## config.mk

```make
export PLATFORM = sky130hd
export DESIGN_NAME = sap_controller_flat
export DESIGN_NICKNAME = d
export VERILOG_FILES = /design/src/rtl/sap_pkg.sv /design/src/rtl/sap_link_if.sv /design/src/rtl/sap_controller.sv /design/src/flat_wrapper.sv
export VERILOG_INCLUDE_DIRS = /design/src /design/src/rtl
export SDC_FILE = /design/constraint.sdc
export NUM_CORES = 1
export LEC_CHECK = 0
export BUFFER_PORTS_ARGS = -buffer_cell sky130_fd_sc_hd__buf_2
export CAP_MARGIN = 20
export CORE_ASPECT_RATIO = 0.6
export CORE_MARGIN = 3
export CORE_UTILIZATION = 32
export CTS_BUF_LIST = sky130_fd_sc_hd__clkbuf_2 sky130_fd_sc_hd__clkbuf_4 sky130_fd_sc_hd__clkbuf_8
export CTS_CLUSTER_DIAMETER = 30
export DETAILED_ROUTE_END_ITERATION = 10
export HOLD_SLACK_MARGIN = 0.05
export REMOVE_ABC_BUFFERS = 1
export SYNTH_ARGS = -nofsm -noshare
export SYNTH_HDL_FRONTEND = slang
export SYNTH_SLANG_ARGS = --single-unit
```

## constraint.sdc

```tcl
create_clock -name clk -period 2.4 [get_ports clk]
set_input_delay 0.48 -clock clk [delete_from_list [all_inputs] [get_ports clk]]
set_output_delay 0.48 -clock clk [all_outputs]
set_load 0.03 [all_outputs]
```

## src/rtl/sap_defs.svh

```systemverilog
`ifndef SAP_DEFS_SVH
`define SAP_DEFS_SVH

// Timing
`define SAP_CLK_NS      10
`define SAP_MONO_NS     20000
`define SAP_MONO_CYC    (`SAP_MONO_NS / `SAP_CLK_NS)
`define SAP_MONO_W      12

// Word layout
`define SAP_ST_W        16
`define SAP_MT_W        14
`define SAP_POS_W       (`SAP_ST_W + `SAP_MT_W)
`define SAP_STD_BITS    25
`define SAP_RING_BITS   13
`define SAP_IDX_W       5
`define SAP_STD_POS     24
`define SAP_RING_POS    12

// Controller register map (APB byte addresses)
`define SAP_ADDR_W      12
`define SAP_REG_CTRL    12'h000
`define SAP_REG_DIV     12'h004
`define SAP_REG_BITS    12'h008
`define SAP_REG_STATUS  12'h00C
`define SAP_REG_DATA    12'h010

// Controller fields and reset values
`define SAP_CTRL_START  0
`define SAP_ST_BUSY     0
`define SAP_ST_DONE     1
`define SAP_ST_TAIL     2
`define SAP_DIV_W       16
`define SAP_DIV_RST     16'h0032
`define SAP_DIV_MIN     16'h0008
`define SAP_BITS_W      6
`define SAP_BITS_RST    6'h19
`define SAP_BITS_MIN    6'h01

`endif

```

## src/rtl/sap_pkg.sv

```systemverilog
`default_nettype none
`include "sap_defs.svh"

package sap_pkg;
    typedef logic [`SAP_POS_W-1:0] sap_pos_t;
    typedef logic [`SAP_STD_BITS-1:0] sap_word_t;
    typedef logic [`SAP_IDX_W-1:0] sap_idx_t;
    typedef enum logic [1:0]
    {
        SAP_C_IDLE  = 2'b00,
        SAP_C_LOW   = 2'b01,
        SAP_C_HIGH  = 2'b11,
        SAP_C_DRAIN = 2'b10
    } sap_ctl_state_t;
endpackage

`default_nettype wire

```

## src/rtl/sap_link_if.sv

```systemverilog
`default_nettype none

interface sap_link_if;
    logic sclk;
    logic sdata;
    modport dev (input sclk, output sdata);
    modport ctl (output sclk, input sdata);
endinterface

`default_nettype wire

```

## src/rtl/sap_controller.sv

```systemverilog
`default_nettype none
`include "sap_defs.svh"

module sap_controller (
    input  wire logic                   clk,
    input  wire logic                   rst,
    input  wire logic [`SAP_ADDR_W-1:0] paddr,
    input  wire logic                   psel,
    input  wire logic                   penable,
    input  wire logic                   pwrite,
    input  wire logic [31:0]            pwdata,
    output logic [31:0]                 prdata,
    output logic                        pready,
    output logic                        pslverr,
    sap_link_if.ctl                     link
);
    sap_pkg::sap_ctl_state_t    state_r;
    logic                       sclk_r;
    logic                       dSync1_r;
    logic                       dSync2_r;
    logic [`SAP_DIV_W-1:0]      div_r;
    logic [`SAP_DIV_W-1:0]      tick_r;
    logic [`SAP_BITS_W-1:0]     bits_r;
    logic [`SAP_BITS_W:0]       cnt_r;
    logic [31:0]                rx_r;
    logic                       tail_r;
    logic                       done_r;
    logic [31:0]                prdata_r;
    logic                       pready_r;
    logic                       pslverr_r;

    wire setup     = psel & ~penable & ~pready_r;
    wire wrDone    = psel & penable & pready_r & pwrite;
    wire hitCtrl   = (paddr == `SAP_REG_CTRL);
    wire hitDiv    = (paddr == `SAP_REG_DIV);
    wire hitBits   = (paddr == `SAP_REG_BITS);
    wire hitStat   = (paddr == `SAP_REG_STATUS);
    wire hitData   = (paddr == `SAP_REG_DATA);
    wire mapped    = hitCtrl | hitDiv | hitBits | hitStat | hitData;
    wire startReq  = wrDone & hitCtrl & pwdata[`SAP_CTRL_START];
    wire doneClr   = wrDone & hitStat & pwdata[`SAP_ST_DONE];
    wire busy      = (state_r != sap_pkg::SAP_C_IDLE);
    wire tickEnd   = (tick_r == `SAP_DIV_W'(1));
    wire lastCyc   = (cnt_r == (`SAP_BITS_W+1)'(1));
    wire drainEnd  = (state_r == sap_pkg::SAP_C_DRAIN) & dSync2_r;
    wire [`SAP_DIV_W-1:0] divWr = (pwdata[`SAP_DIV_W-1:0] < `SAP_DIV_MIN)
        ? `SAP_DIV_MIN : pwdata[`SAP_DIV_W-1:0];
    wire [`SAP_BITS_W-1:0] bitsWr = (pwdata[`SAP_BITS_W-1:0] < `SAP_BITS_MIN)
        ? `SAP_BITS_MIN : pwdata[`SAP_BITS_W-1:0];
    wire [31:0] statWord = {29'h0, tail_r, done_r, busy};
    wire [31:0] rdMux = hitCtrl ? 32'h0
        : hitDiv  ? {16'h0, div_r}
        : hitBits ? {26'h0, bits_r}
        : hitStat ? statWord
        : hitData ? rx_r
        : 32'h0;

    always_ff @(posedge clk)
    begin
        if (rst)
        begin
            pready_r  <= 1'b0;
            pslverr_r <= 1'b0;
            prdata_r  <= 32'h0;
        end
        else
        begin
            pready_r  <= setup;
            pslverr_r <= setup & ~mapped;
            prdata_r  <= (setup & ~pwrite) ? rdMux : 32'h0;
        end
    end

    always_ff @(posedge clk)
    begin
        if (rst)
        begin
            div_r  <= `SAP_DIV_RST;
            bits_r <= `SAP_BITS_RST;
            done_r <= 1'b0;
        end
        else
        begin
            if (wrDone & hitDiv)
            begin
                div_r <= divWr;
            end
            if (wrDone & hitBits)
            begin
                bits_r <= bitsWr;
            end
            done_r <= drainEnd | (done_r & ~doneClr);
        end
    end

    always_ff @(posedge clk)
    begin
        if (rst)
        begin
            dSync1_r <= 1'b1;
            dSync2_r <= 1'b1;
        end
        else
        begin
            dSync1_r <= link.sdata;
            dSync2_r <= dSync1_r;
        end
    end

    // Burst: bits_r sampled periods plus one trailing period whose bit goes to tail_r
    always_ff @(posedge clk)
    begin
        if (rst)
        begin
            state_r <= sap_pkg::SAP_C_IDLE;
            sclk_r  <= 1'b1;
            tick_r  <= '0;
            cnt_r   <= '0;
            rx_r    <= 32'h0;
            tail_r  <= 1'b0;
        end
        else
        begin
            unique case (state_r)
                sap_pkg::SAP_C_IDLE:
                begin
                    sclk_r <= 1'b1;
                    if (startReq & dSync2_r)
                    begin
                        state_r <= sap_pkg::SAP_C_LOW;
                        sclk_r  <= 1'b0;
                        tick_r  <= div_r;
                        cnt_r   <= {1'b0, bits_r} + (`SAP_BITS_W+1)'(1);
                    end
                end
                sap_pkg::SAP_C_LOW:
                begin
                    if (tickEnd)
                    begin
                        state_r <= sap_pkg::SAP_C_HIGH;
                        sclk_r  <= 1'b1;
                        tick_r  <= div_r;
                    end
                    else
                    begin
                        tick_r <= tick_r - `SAP_DIV_W'(1);
                    end
                end
                sap_pkg::SAP_C_HIGH:
                begin
                    if (tickEnd & lastCyc)
                    begin
                        tail_r  <= dSync2_r;
                        state_r <= sap_pkg::SAP_C_DRAIN;
                    end
                    else if (tickEnd)
                    begin
                        rx_r    <= {rx_r[30:0], dSync2_r};
                        state_r <= sap_pkg::SAP_C_LOW;
                        sclk_r  <= 1'b0;
                        tick_r  <= div_r;
                        cnt_r   <= cnt_r - (`SAP_BITS_W+1)'(1);
                    end
                    else
                    begin
                        tick_r <= tick_r - `SAP_DIV_W'(1);
                    end
                end
                sap_pkg::SAP_C_DRAIN:
                begin
                    if (dSync2_r)
                    begin
                        state_r <= sap_pkg::SAP_C_IDLE;
                    end
                end
            endcase
        end
    end

    assign prdata    = prdata_r;
    assign pready    = pready_r;
    assign pslverr   = pslverr_r;
    assign link.sclk = sclk_r;
endmodule

`default_nettype wire

```

## src/flat_wrapper.sv

```systemverilog
// flat-port wrapper written by rule: the top's interface ports become plain ports
module sap_controller_flat 
  (clk, rst, paddr, psel, penable, pwrite, pwdata, prdata, pready, pslverr, link_sclk, link_sdata);
  sap_link_if link_i ();
  input  wire logic clk;
  input  wire logic rst;
  input  wire logic [`SAP_ADDR_W-1:0] paddr;
  input  wire logic psel;
  input  wire logic penable;
  input  wire logic pwrite;
  input  wire logic [31:0] pwdata;
  output logic [31:0] prdata;
  output logic pready;
  output logic pslverr;
  output wire logic [$bits(link_i.sclk)-1:0] link_sclk;
  input wire logic [$bits(link_i.sdata)-1:0] link_sdata;
  assign link_sclk = link_i.sclk;
  assign link_i.sdata = link_sdata;
  sap_controller u_core (.clk(clk), .rst(rst), .paddr(paddr), .psel(psel), .penable(penable), .pwrite(pwrite), .pwdata(pwdata), .prdata(prdata), .pready(pready), .pslverr(pslverr), .link(link_i));
endmodule
```

==> impl_metrics.json, run 1 <==
{
  "status": "finished clean",
  "ff2ff_path_depth": 5,
  "p_sw_frac": 0.3159,
  "h-tree-depth": 4,
  "gp_congestion": 0.9305,
  "min_path_type": "in -> reg",
  "worst_slew_margin_rel": 0.5225,
  "synth-main-ff-cell": "dfxtp_1",
  "synthTopCellsByArea": "dfxtp_1 44%, nand2_1 7.3%, a21oi_1 5.9%",
  "synthArstFlopShare": 0,
  "crit_chain": "or4_1, nor4b_1, o211ai_1, a211oi_1, o32ai_1",
  "syn_avg_cell_area_um2": 8.521,
  "antenna_left": 0,
  "holdWs_ns": 0.2416,
  "slowest_delay_ns": 0.63,
  "clock-skew-final_ns": 0.01044,
  "grt_usage": 0.1678,
  "crit_path_top_delay_cell": "or4_1",
  "yosysSeqAreaShare": 0.4450,
  "grt_overflow": 0,
  "post-cts-setup-buffers": 0,
  "cts_tree": "built",
  "path_clk_slew_ns": 0.08,
  "synth_common_cells": "118 x dfxtp_1, 103 x nand2_1, 63 x a21oi_1",
  "wl_per_cell_um": 16.51,
  "clkPwrFrac": 0.379,
  "worstPathArrival_ns": 2.52,
  "design.portCount": 85,
  "criticalPathCategory": "reg -> reg",
  "cts.sinks": 118,
  "grt_pass1_vias": 4534,
  "period_share": 0.9275,
  "drcViolationCount": 0,
  "firstDrtPassIters": 6,
  "finalHoldViolCount": 0,
  "reg2reg_slack_ns": 0.17,
  "synth_edf_count": 0,
  "hold-path-endpoint": "u_core.dSync1_r",
  "rsz0062_at_grt": "no",
  "clock.fmax_mhz": 449.3,
  "grt_max_degree": 46,
  "die_area_um2": 18220,
  "design_area_um2": 6415,
  "fin_util": 0.4058,
  "fin_nets": 756,
  "place_area_um2": 5984,
  "die_x_um": 172.3,
  "end_kind": "register",
  "crit_buf_inv": 0,
  "cellLeakagePower_nw": 2.400,
  "numCtsBuffers": 17,
  "grt_pass1_wl_um": 24180,
  "synth_area_um2": 5309,
  "rows": 35,
  "intPower_mw": 3.399,
  "power_frac_comb": 0.207,
  "core_area_um2": 15810,
  "cts-root-buf": "clkbuf_8",
  "hp-start": "link_sdata",
  "crit_path_start_kind": "register",
  "cts_buffer_depth": 2,
  "max_cap_viol_count": 0,
  "diodes": 0,
  "crit_family": "simple AND/OR/NAND/NOR gates",
  "drive_gt1_frac": 0.2147,
  "die_h_um": 105.8,
  "min_path_cells": 2,
  "power_density_nw_per_um2": 774.6,
  "setup_tns_ns": 0,
  "path_max_fanout": 6,
  "r2r_start": "u_core.tick_r[13]",
  "num_vias": 4976,
  "setup_viol_count_final": 0,
  "area_growth_pct": 20.83,
  "ys_ff_latch": 118,
  "ys.warnings.count": 0,
  "syn_inst": 623,
  "wl_um": 15350,
  "netlist.area_leader.share": 0.4450,
  "cp.required_ns": 2.70,
  "synth_cell_types": 70,
  "max-vdd-ir-drop_mv": 0.2906,
  "sequentialPowerShare": 0.414,
  "synth.most_common_cell": "dfxtp_1",
  "p_switching_mw": 1.569,
  "numPortBuffers": 68,
  "dr.first_iter.drc_count": 537,
  "hpwl_um": 11100,
  "slew_viol_final": 0,
  "period_minus_slack_ns": 2.226,
  "viasPerCell": 5.351,
  "r2r_end": "u_core.tick_r[12]",
  "synth_area_leader_cell": "dfxtp_1",
  "insertion_delay_ns": 0.43,
  "worst_pin_slew_ns": 0.7107,
  "start_util": 0.3358,
  "grt_antenna_before_repair": 1
}
sequential cells by signal, summed over array words and instances, names as in the netlist, 2 cells and up:
signal          cells
u_core.cnt_r        7
u_core.state_r      2
u_core.bits_r       6
u_core.prdata      32
u_core.rx_r        32
u_core.div_r       16
u_core.tick_r      16
per-stage QoR:
step	power, mW	cells	setup WS [ns]
2_1_floorplan	2.704	579	0.008045
4_1_cts	4.990	930	0.08919
6_report	4.969	930	0.1741
3_5_place_dp	3.103	898	0.01089
5_1_grt	5.206	930	0.02847
3_3_place_gp	3.100	898	0.04921
power by group through the flow:
stage | clock network [mW] | logic (mW) | registers [mW]
floorplan | 0 | 0.610 | 2.09
global placement | 0 | 1.00 | 2.10
detailed placement | 0 | 1.00 | 2.10
CTS | 1.93 | 1.00 | 2.05
global route | 2.02 | 1.13 | 2.06
finish | 1.88 | 1.03 | 2.06
how the worst max path moves through the flow:
stage / startpoint / end / depth (start not counted)
floorplan: paddr[10] / u_core.prdata[3] / 5
global placement: penable / u_core.cnt_r[3] / 7
detailed placement: penable / u_core.cnt_r[3] / 7
CTS: u_core.tick_r[1] / u_core.tick_r[12] / 7
global route: u_core.tick_r[13] / u_core.tick_r[11] / 6
finish: u_core.tick_r[13] / u_core.tick_r[12] / 5
worst reg2reg max path, delay by kind of cell (launching register included):
family	cells	cell delay (ns)
compound gates	3	0.63
flops	1	0.37
simple gates	2	1.10
timing repair:
item                       4_1_cts  5_1_grt
hold buffers                     0        0
resized for setup                0        3
setup endpoints to repair        0       26
hold endpoints to repair         0        0
per-layer routing:
metal | track usage | wire length [µm]
met5 | 0 | 12
met1 | 0.2573 | 7819
met4 | 0.04214 | 224
met2 | 0.2203 | 5991
met3 | 0.05547 | 1304
cell families after synthesis:
| family | Yosys count | share of synthesized area |
|---|---|---|
| multiplexers | 10 | 0.01909 |
| XOR/XNOR | 6 | 0.009899 |
| buffers and inverters | 59 | 0.05020 |
| AND/OR/NAND/NOR | 264 | 0.2510 |
| AO/OA/AOI/OAI | 155 | 0.1989 |
| adder cells (fa/ha/maj) | 11 | 0.02592 |
| flip-flops | 118 | 0.4450 |
layout by cell type (no fill, tap or decap), types with 8 or more instances in the layout:
cell        n
dfxtp_1   118
nand2_1   103
buf_2      68
a21oi_1    63
nor2_1     47
nor3_1     26
buf_4      25
and3_1     19
clkbuf_8   18
inv_1      15
a22oi_1    14
o32ai_1    11
ha_1       11
a211oi_1   10
nor4_1      9
nand3_1     9
mux2i_1     9
o311ai_0    8
o21ai_0     8
final cells by class:
type                            instances  area [µm²]
Sequential cell                       118        2362
Inverter                               15       56.30
Clock buffer                           18       247.7
Timing Repair Buffer                   97       608.1
Clock inverter                         14       163.9
Multi-Input combinational cell        446        2699
Fill cell                            1566        9394
Tap cell                              222       277.8
(Power assumes the default switching activity.)
==> run 2, diff against run 1 <==
--- a/config.mk
+++ b/config.mk
@@ -15,6 +15,7 @@
 export CTS_CLUSTER_DIAMETER = 30
 export DETAILED_ROUTE_END_ITERATION = 10
 export HOLD_SLACK_MARGIN = 0.05
+export PLACE_DENSITY = 0.59
 export REMOVE_ABC_BUFFERS = 1
 export SYNTH_ARGS = -nofsm -noshare
 export SYNTH_HDL_FRONTEND = slang
==> run 2 against run 1 <==
Flip-flop and latch count unchanged. Via count about the same. Final area decreased by 1.0%. Clock power decreased by 15%. Routed wire length decreased by 1.5%. Combinational power about the same. Clock-buffer cell count unchanged.
==> impl_metrics.json, run 2 (synthesized netlist as in run 1, its figures left out) <==
{
  "fin_nets": 757,
  "gp_congestion": 0.9012,
  "power.total_mw": 4.649,
  "hold_buffers": 0,
  "grt_overflow": 0,
  "criticalPathCategory": "reg -> reg",
  "design.portCount": 85,
  "placed_cells_incl_taps": 899,
  "setup_tns_ns": 0,
  "num_vias": 4980,
  "fillers": 1595,
  "antenna_left": 0,
  "min_path_type": "in -> reg",
  "place_area_um2": 5992,
  "cellLeakagePower_nw": 2.370,
  "grt_usage": 0.1669,
  "h-tree-depth": 4,
  "drcViolationCount": 0,
  "path_clk_slew_ns": 0.08,
  "numPortBuffers": 68,
  "worstPathArrival_ns": 2.61,
  "cts_tree": "built",
  "final.setup.worst_slack_ns": 0.09469,
  "fin_cells": 931,
  "worst_slew_margin_rel": 0.5259,
  "die_h_um": 105.8,
  "path_max_fanout": 6,
  "slew_viol_final": 0,
  "post-cts-setup-buffers": 0,
  "rows": 35,
  "die_area_um2": 18220,
  "area_growth_pct": 19.61,
  "dr.first_iter.drc_count": 420,
  "max_cap_viol_count": 0,
  "power_density_nw_per_um2": 732.1,
  "crit_path_start_kind": "register",
  "setup_viol_count_final": 0,
  "core_area_um2": 15810,
  "finalHoldViolCount": 0,
  "cts_buffer_depth": 2,
  "clock.fmax_mhz": 433.8,
  "grt_pass1_wl_um": 24200,
  "wl_um": 15120,
  "max-vdd-ir-drop_mv": 0.3186,
  "period_minus_slack_ns": 2.305,
  "cts.sinks": 118,
  "grt_max_degree": 87,
  "wl_per_cell_um": 16.24,
  "clock-skew-final_ns": 0.01388,
  "numCtsBuffers": 17,
  "rsz0062_at_grt": "no",
  "worst_pin_slew_ns": 0.7057,
  "cts_resized": 0,
  "insertion_delay_ns": 0.43,
  "grt_pass1_vias": 4541,
  "period_share": 0.9605,
  "cts-root-buf": "clkbuf_8",
  "dp_slack_ns": 0.04927,
  "hpwl_um": 11040,
  "cp.required_ns": 2.71,
  "viasPerCell": 5.349,
  "design_area_um2": 6350,
  "die_x_um": 172.3,
  "status": "finished clean",
  "final_common_cell": "dfxtp_1",
  "diodes": 0,
  "firstDrtPassIters": 6,
  "grt_antenna_before_repair": 0,
  "layout_common_cells": "118 x dfxtp_1, 103 x nand2_1, 68 x buf_2",
  "drive_gt1_frac": 0.2144,
  "start_util": 0.3358,
  "end_kind": "register"
}
==> run 2: power by group <==
part | internal (mW) | total [mW] | switching (mW)
logic | 0.407 | 1.00 | 0.594
registers | 2.00 | 2.06 | 0.0560
clock network | 0.731 | 1.59 | 0.859
total | 3.14 | 4.65 | 1.51
==> run 2: area by class of cell <==
cell class                 instances  area, µm²  share of cell area
multi-input combinational        446       2694              0.4242
sequential                       118       2362              0.3720
timing repair buffer              98      615.6             0.09695
tap                              222      277.8             0.04374
clock buffer                      18      241.5             0.03803
clock inverter                    14      102.6             0.01616
inverter                          15      56.30            0.008867
==> run 2: per-layer routing <==
layer / part of all wire / vias up / wire, µm / GRT usage
li1: - / 2401 / - / -
met1: 0.52 / 2368 / 7822 / 0.2605
met2: 0.39 / 203 / 5964 / 0.2217
met3: 0.080 / 8 / 1215 / 0.04798
met4: 0.0079 / 0 / 120 / 0.03645
met5: 0 / - / 0 / 0
==> run 2: path summary, 6_finish.rpt <==
path | startpoint | to | slack, ns | cells after the start
max | u_core.tick_r[13] | u_core.tick_r[12] | 0.09 | 5
min | link_sdata | u_core.dSync1_r | 0.24 | 2
max reg2reg | u_core.tick_r[13] | u_core.tick_r[12] | 0.09 | 5
min reg2reg | u_core.dSync1_r | u_core.dSync2_r | 0.42 | 1
==> run 2: critical path, stage by stage, from the launching register on <==
cell	delay, ns
dfxtp_1	0.36
or4_1	0.61
nor4b_1	0.55
o211ai_1	0.20
a211oi_1	0.32
o32ai_1	0.14
==> run 2: per-stage QoR <==
step | hold WS, ns | util
5_1_grt | 0.2267 | 0.4017
3_5_place_dp | 0.4085 | 0.3790
2_1_floorplan | 0.3895 | -
4_1_cts | 0.2263 | 0.4008
3_3_place_gp | 0.3979 | 0.3790
6_report | 0.2432 | 0.4017
==> run 3, diff against run 2 <==
--- a/config.mk
+++ b/config.mk
@@ -12,10 +12,10 @@
 export CORE_MARGIN = 3
 export CORE_UTILIZATION = 32
 export CTS_BUF_LIST = sky130_fd_sc_hd__clkbuf_2 sky130_fd_sc_hd__clkbuf_4 sky130_fd_sc_hd__clkbuf_8
-export CTS_CLUSTER_DIAMETER = 30
 export DETAILED_ROUTE_END_ITERATION = 10
 export HOLD_SLACK_MARGIN = 0.05
 export PLACE_DENSITY = 0.59
+export RECOVER_POWER = 25
 export REMOVE_ABC_BUFFERS = 1
 export SYNTH_ARGS = -nofsm -noshare
 export SYNTH_HDL_FRONTEND = slang
==> run 3 against run 2 <==
Via count rose by 0.50%. First-iteration DRC count shrank 2.9%. Die area stayed put. Global-route usage did not move. Critical path depth did not move. Largest power group unchanged. Flip-flop and latch count unchanged. Register-to-register slack improved by 0.06 ns.
==> impl_metrics.json, run 3 (synthesized netlist as in run 1, its figures left out) <==
{
  "layout_common_cells": "118 x dfxtp_1, 103 x nand2_1, 63 x a21oi_1",
  "rows": 35,
  "num_vias": 5005,
  "min_path_cells": 2,
  "hp-start": "link_sdata",
  "cts-root-buf": "clkbuf_8",
  "grt_antenna_before_repair": 0,
  "max-vdd-ir-drop_mv": 0.3208,
  "design.portCount": 85,
  "diodes": 0,
  "insertion_delay_ns": 0.43,
  "drcViolationCount": 0,
  "cp.required_ns": 2.71,
  "gp_congestion": 0.9012,
  "end_kind": "register",
  "p_sw_frac": 0.3256,
  "cellLeakagePower_nw": 2.218,
  "power_density_nw_per_um2": 738.2,
  "min_path_type": "in -> reg",
  "grt_max_degree": 87,
  "path_max_fanout": 6,
  "power.total_mw": 4.653,
  "worst_pin_slew_ns": 0.7630,
  "setup_viol_count_final": 0,
  "crit_path_start_kind": "register",
  "ff2ff_path_depth": 5,
  "p_switching_mw": 1.515,
  "power_frac_comb": 0.216,
  "fin_nets": 757,
  "max_cap_viol_count": 0,
  "wl_um": 15300,
  "h-tree-depth": 4,
  "path_clk_slew_ns": 0.08,
  "setup_tns_ns": 0,
  "clkPwrFrac": 0.342,
  "wl_per_cell_um": 16.44,
  "die_x_um": 172.3,
  "clock-skew-final_ns": 0.01329,
  "final_common_cell": "dfxtp_1",
  "cts.sinks": 118,
  "core_area_um2": 15810,
  "fin_util": 0.3987,
  "reg2reg_slack_ns": 0.15,
  "grt_overflow": 0,
  "numCtsBuffers": 17,
  "hold-path-endpoint": "u_core.dSync1_r",
  "numPortBuffers": 68,
  "worst_slew_margin_rel": 0.4913,
  "r2r_end": "u_core.tick_r[12]",
  "worstPathArrival_ns": 2.56,
  "slew_viol_final": 0,
  "drive_gt1_frac": 0.1636,
  "grt_pass1_wl_um": 24200,
  "area_growth_pct": 18.71,
  "clock.fmax_mhz": 444.6,
  "hold_buffers": 0,
  "criticalPathCategory": "reg -> reg",
  "sequentialPowerShare": 0.442,
  "grt_pass1_vias": 4541,
  "hpwl_um": 11040,
  "viasPerCell": 5.376,
  "grt_usage": 0.1669,
  "die_h_um": 105.8,
  "r2r_start": "u_core.tick_r[13]",
  "status": "finished clean",
  "period_share": 0.9372,
  "cts_buffer_depth": 2,
  "dr.first_iter.drc_count": 408,
  "finalHoldViolCount": 0,
  "cts_tree": "built",
  "period_minus_slack_ns": 2.249,
  "intPower_mw": 3.138,
  "die_area_um2": 18220,
  "start_util": 0.3358,
  "rsz0062_at_grt": "no",
  "antenna_left": 0,
  "firstDrtPassIters": 5
}
-- run 3: changes by cell type in the layout (fill, tap and decap cells not counted), sizes merged --
cell / change
buf: -36
clkbuf: +36
-- run 3: worst max-delay path by stage --
stage | startpoint | endpoint | slack, ns | cells past startpoint
4_1_cts | u_core.tick_r[1] | u_core.tick_r[14] | 0.11 | 7
6_report | u_core.tick_r[13] | u_core.tick_r[12] | 0.15 | 5
2_1_floorplan | paddr[10] | u_core.prdata[3] | 0.008 | 5
3_3_place_gp | penable | u_core.tick_r[15] | 0.10 | 7
3_5_place_dp | penable | u_core.tick_r[2] | 0.05 | 7
5_1_grt | u_core.cnt_r[1] | u_core.cnt_r[0] | 0.02 | 8
-- run 3: final cells by class --
| class | instances | area, µm² |
|---|---|---|
| clock buffer | 18 | 241.5 |
| clock inverter | 14 | 102.6 |
| inverter | 15 | 56.30 |
| fill | 1616 | 9507 |
| sequential | 118 | 2362 |
| timing repair buffer | 98 | 568.0 |
| tap | 222 | 277.8 |
| multi-input combinational | 446 | 2694 |
-- run 3: repair_timing --
action	CTS	global route
buffers inserted	0	0
hold endpoints to repair	0	0
endpoints found under the setup margin	0	12
resized for setup	0	2
-- run 3: power groups by stage --
stage | combinational (mW) | sequential [mW] | clock, mW
after floorplan | 0.610 | 2.09 | 0
after global placement | 0.975 | 2.10 | 0
after detailed placement | 0.979 | 2.10 | 0
after CTS | 0.981 | 2.05 | 1.63
after global routing | 1.09 | 2.06 | 1.72
final | 1.00 | 2.06 | 1.59
-- run 3: worst max-delay path, cell delays in order (launching register included) --
cell and delay [ns]:
dfxtp_1 0.36, or4_1 0.62, nor4b_1 0.51, o211ai_1 0.19, a211oi_1 0.32, o32ai_1 0.14
-- run 3: through the flow --
stage | hold WS (ns) | cells | cell area [µm²] | setup WS [ns]
5_1_grt | 0.2267 | 931 | 6302 | 0.01543
2_1_floorplan | 0.3895 | 579 | 5099 | 0.008045
6_report | 0.2409 | 931 | 6302 | 0.1506
4_1_cts | 0.2263 | 931 | 6336 | 0.1144
3_5_place_dp | 0.4085 | 899 | 5992 | 0.04927
3_3_place_gp | 0.3979 | 899 | 5992 | 0.1004
-- run 3: layer usage --
metal,part of all wire,vias to the layer above,global-route usage
li1,-,2400,-
met5,0,-,0
met1,0.51,2366,0.2605
met2,0.39,223,0.2217
met4,0.011,0,0.03645
met3,0.091,16,0.04798
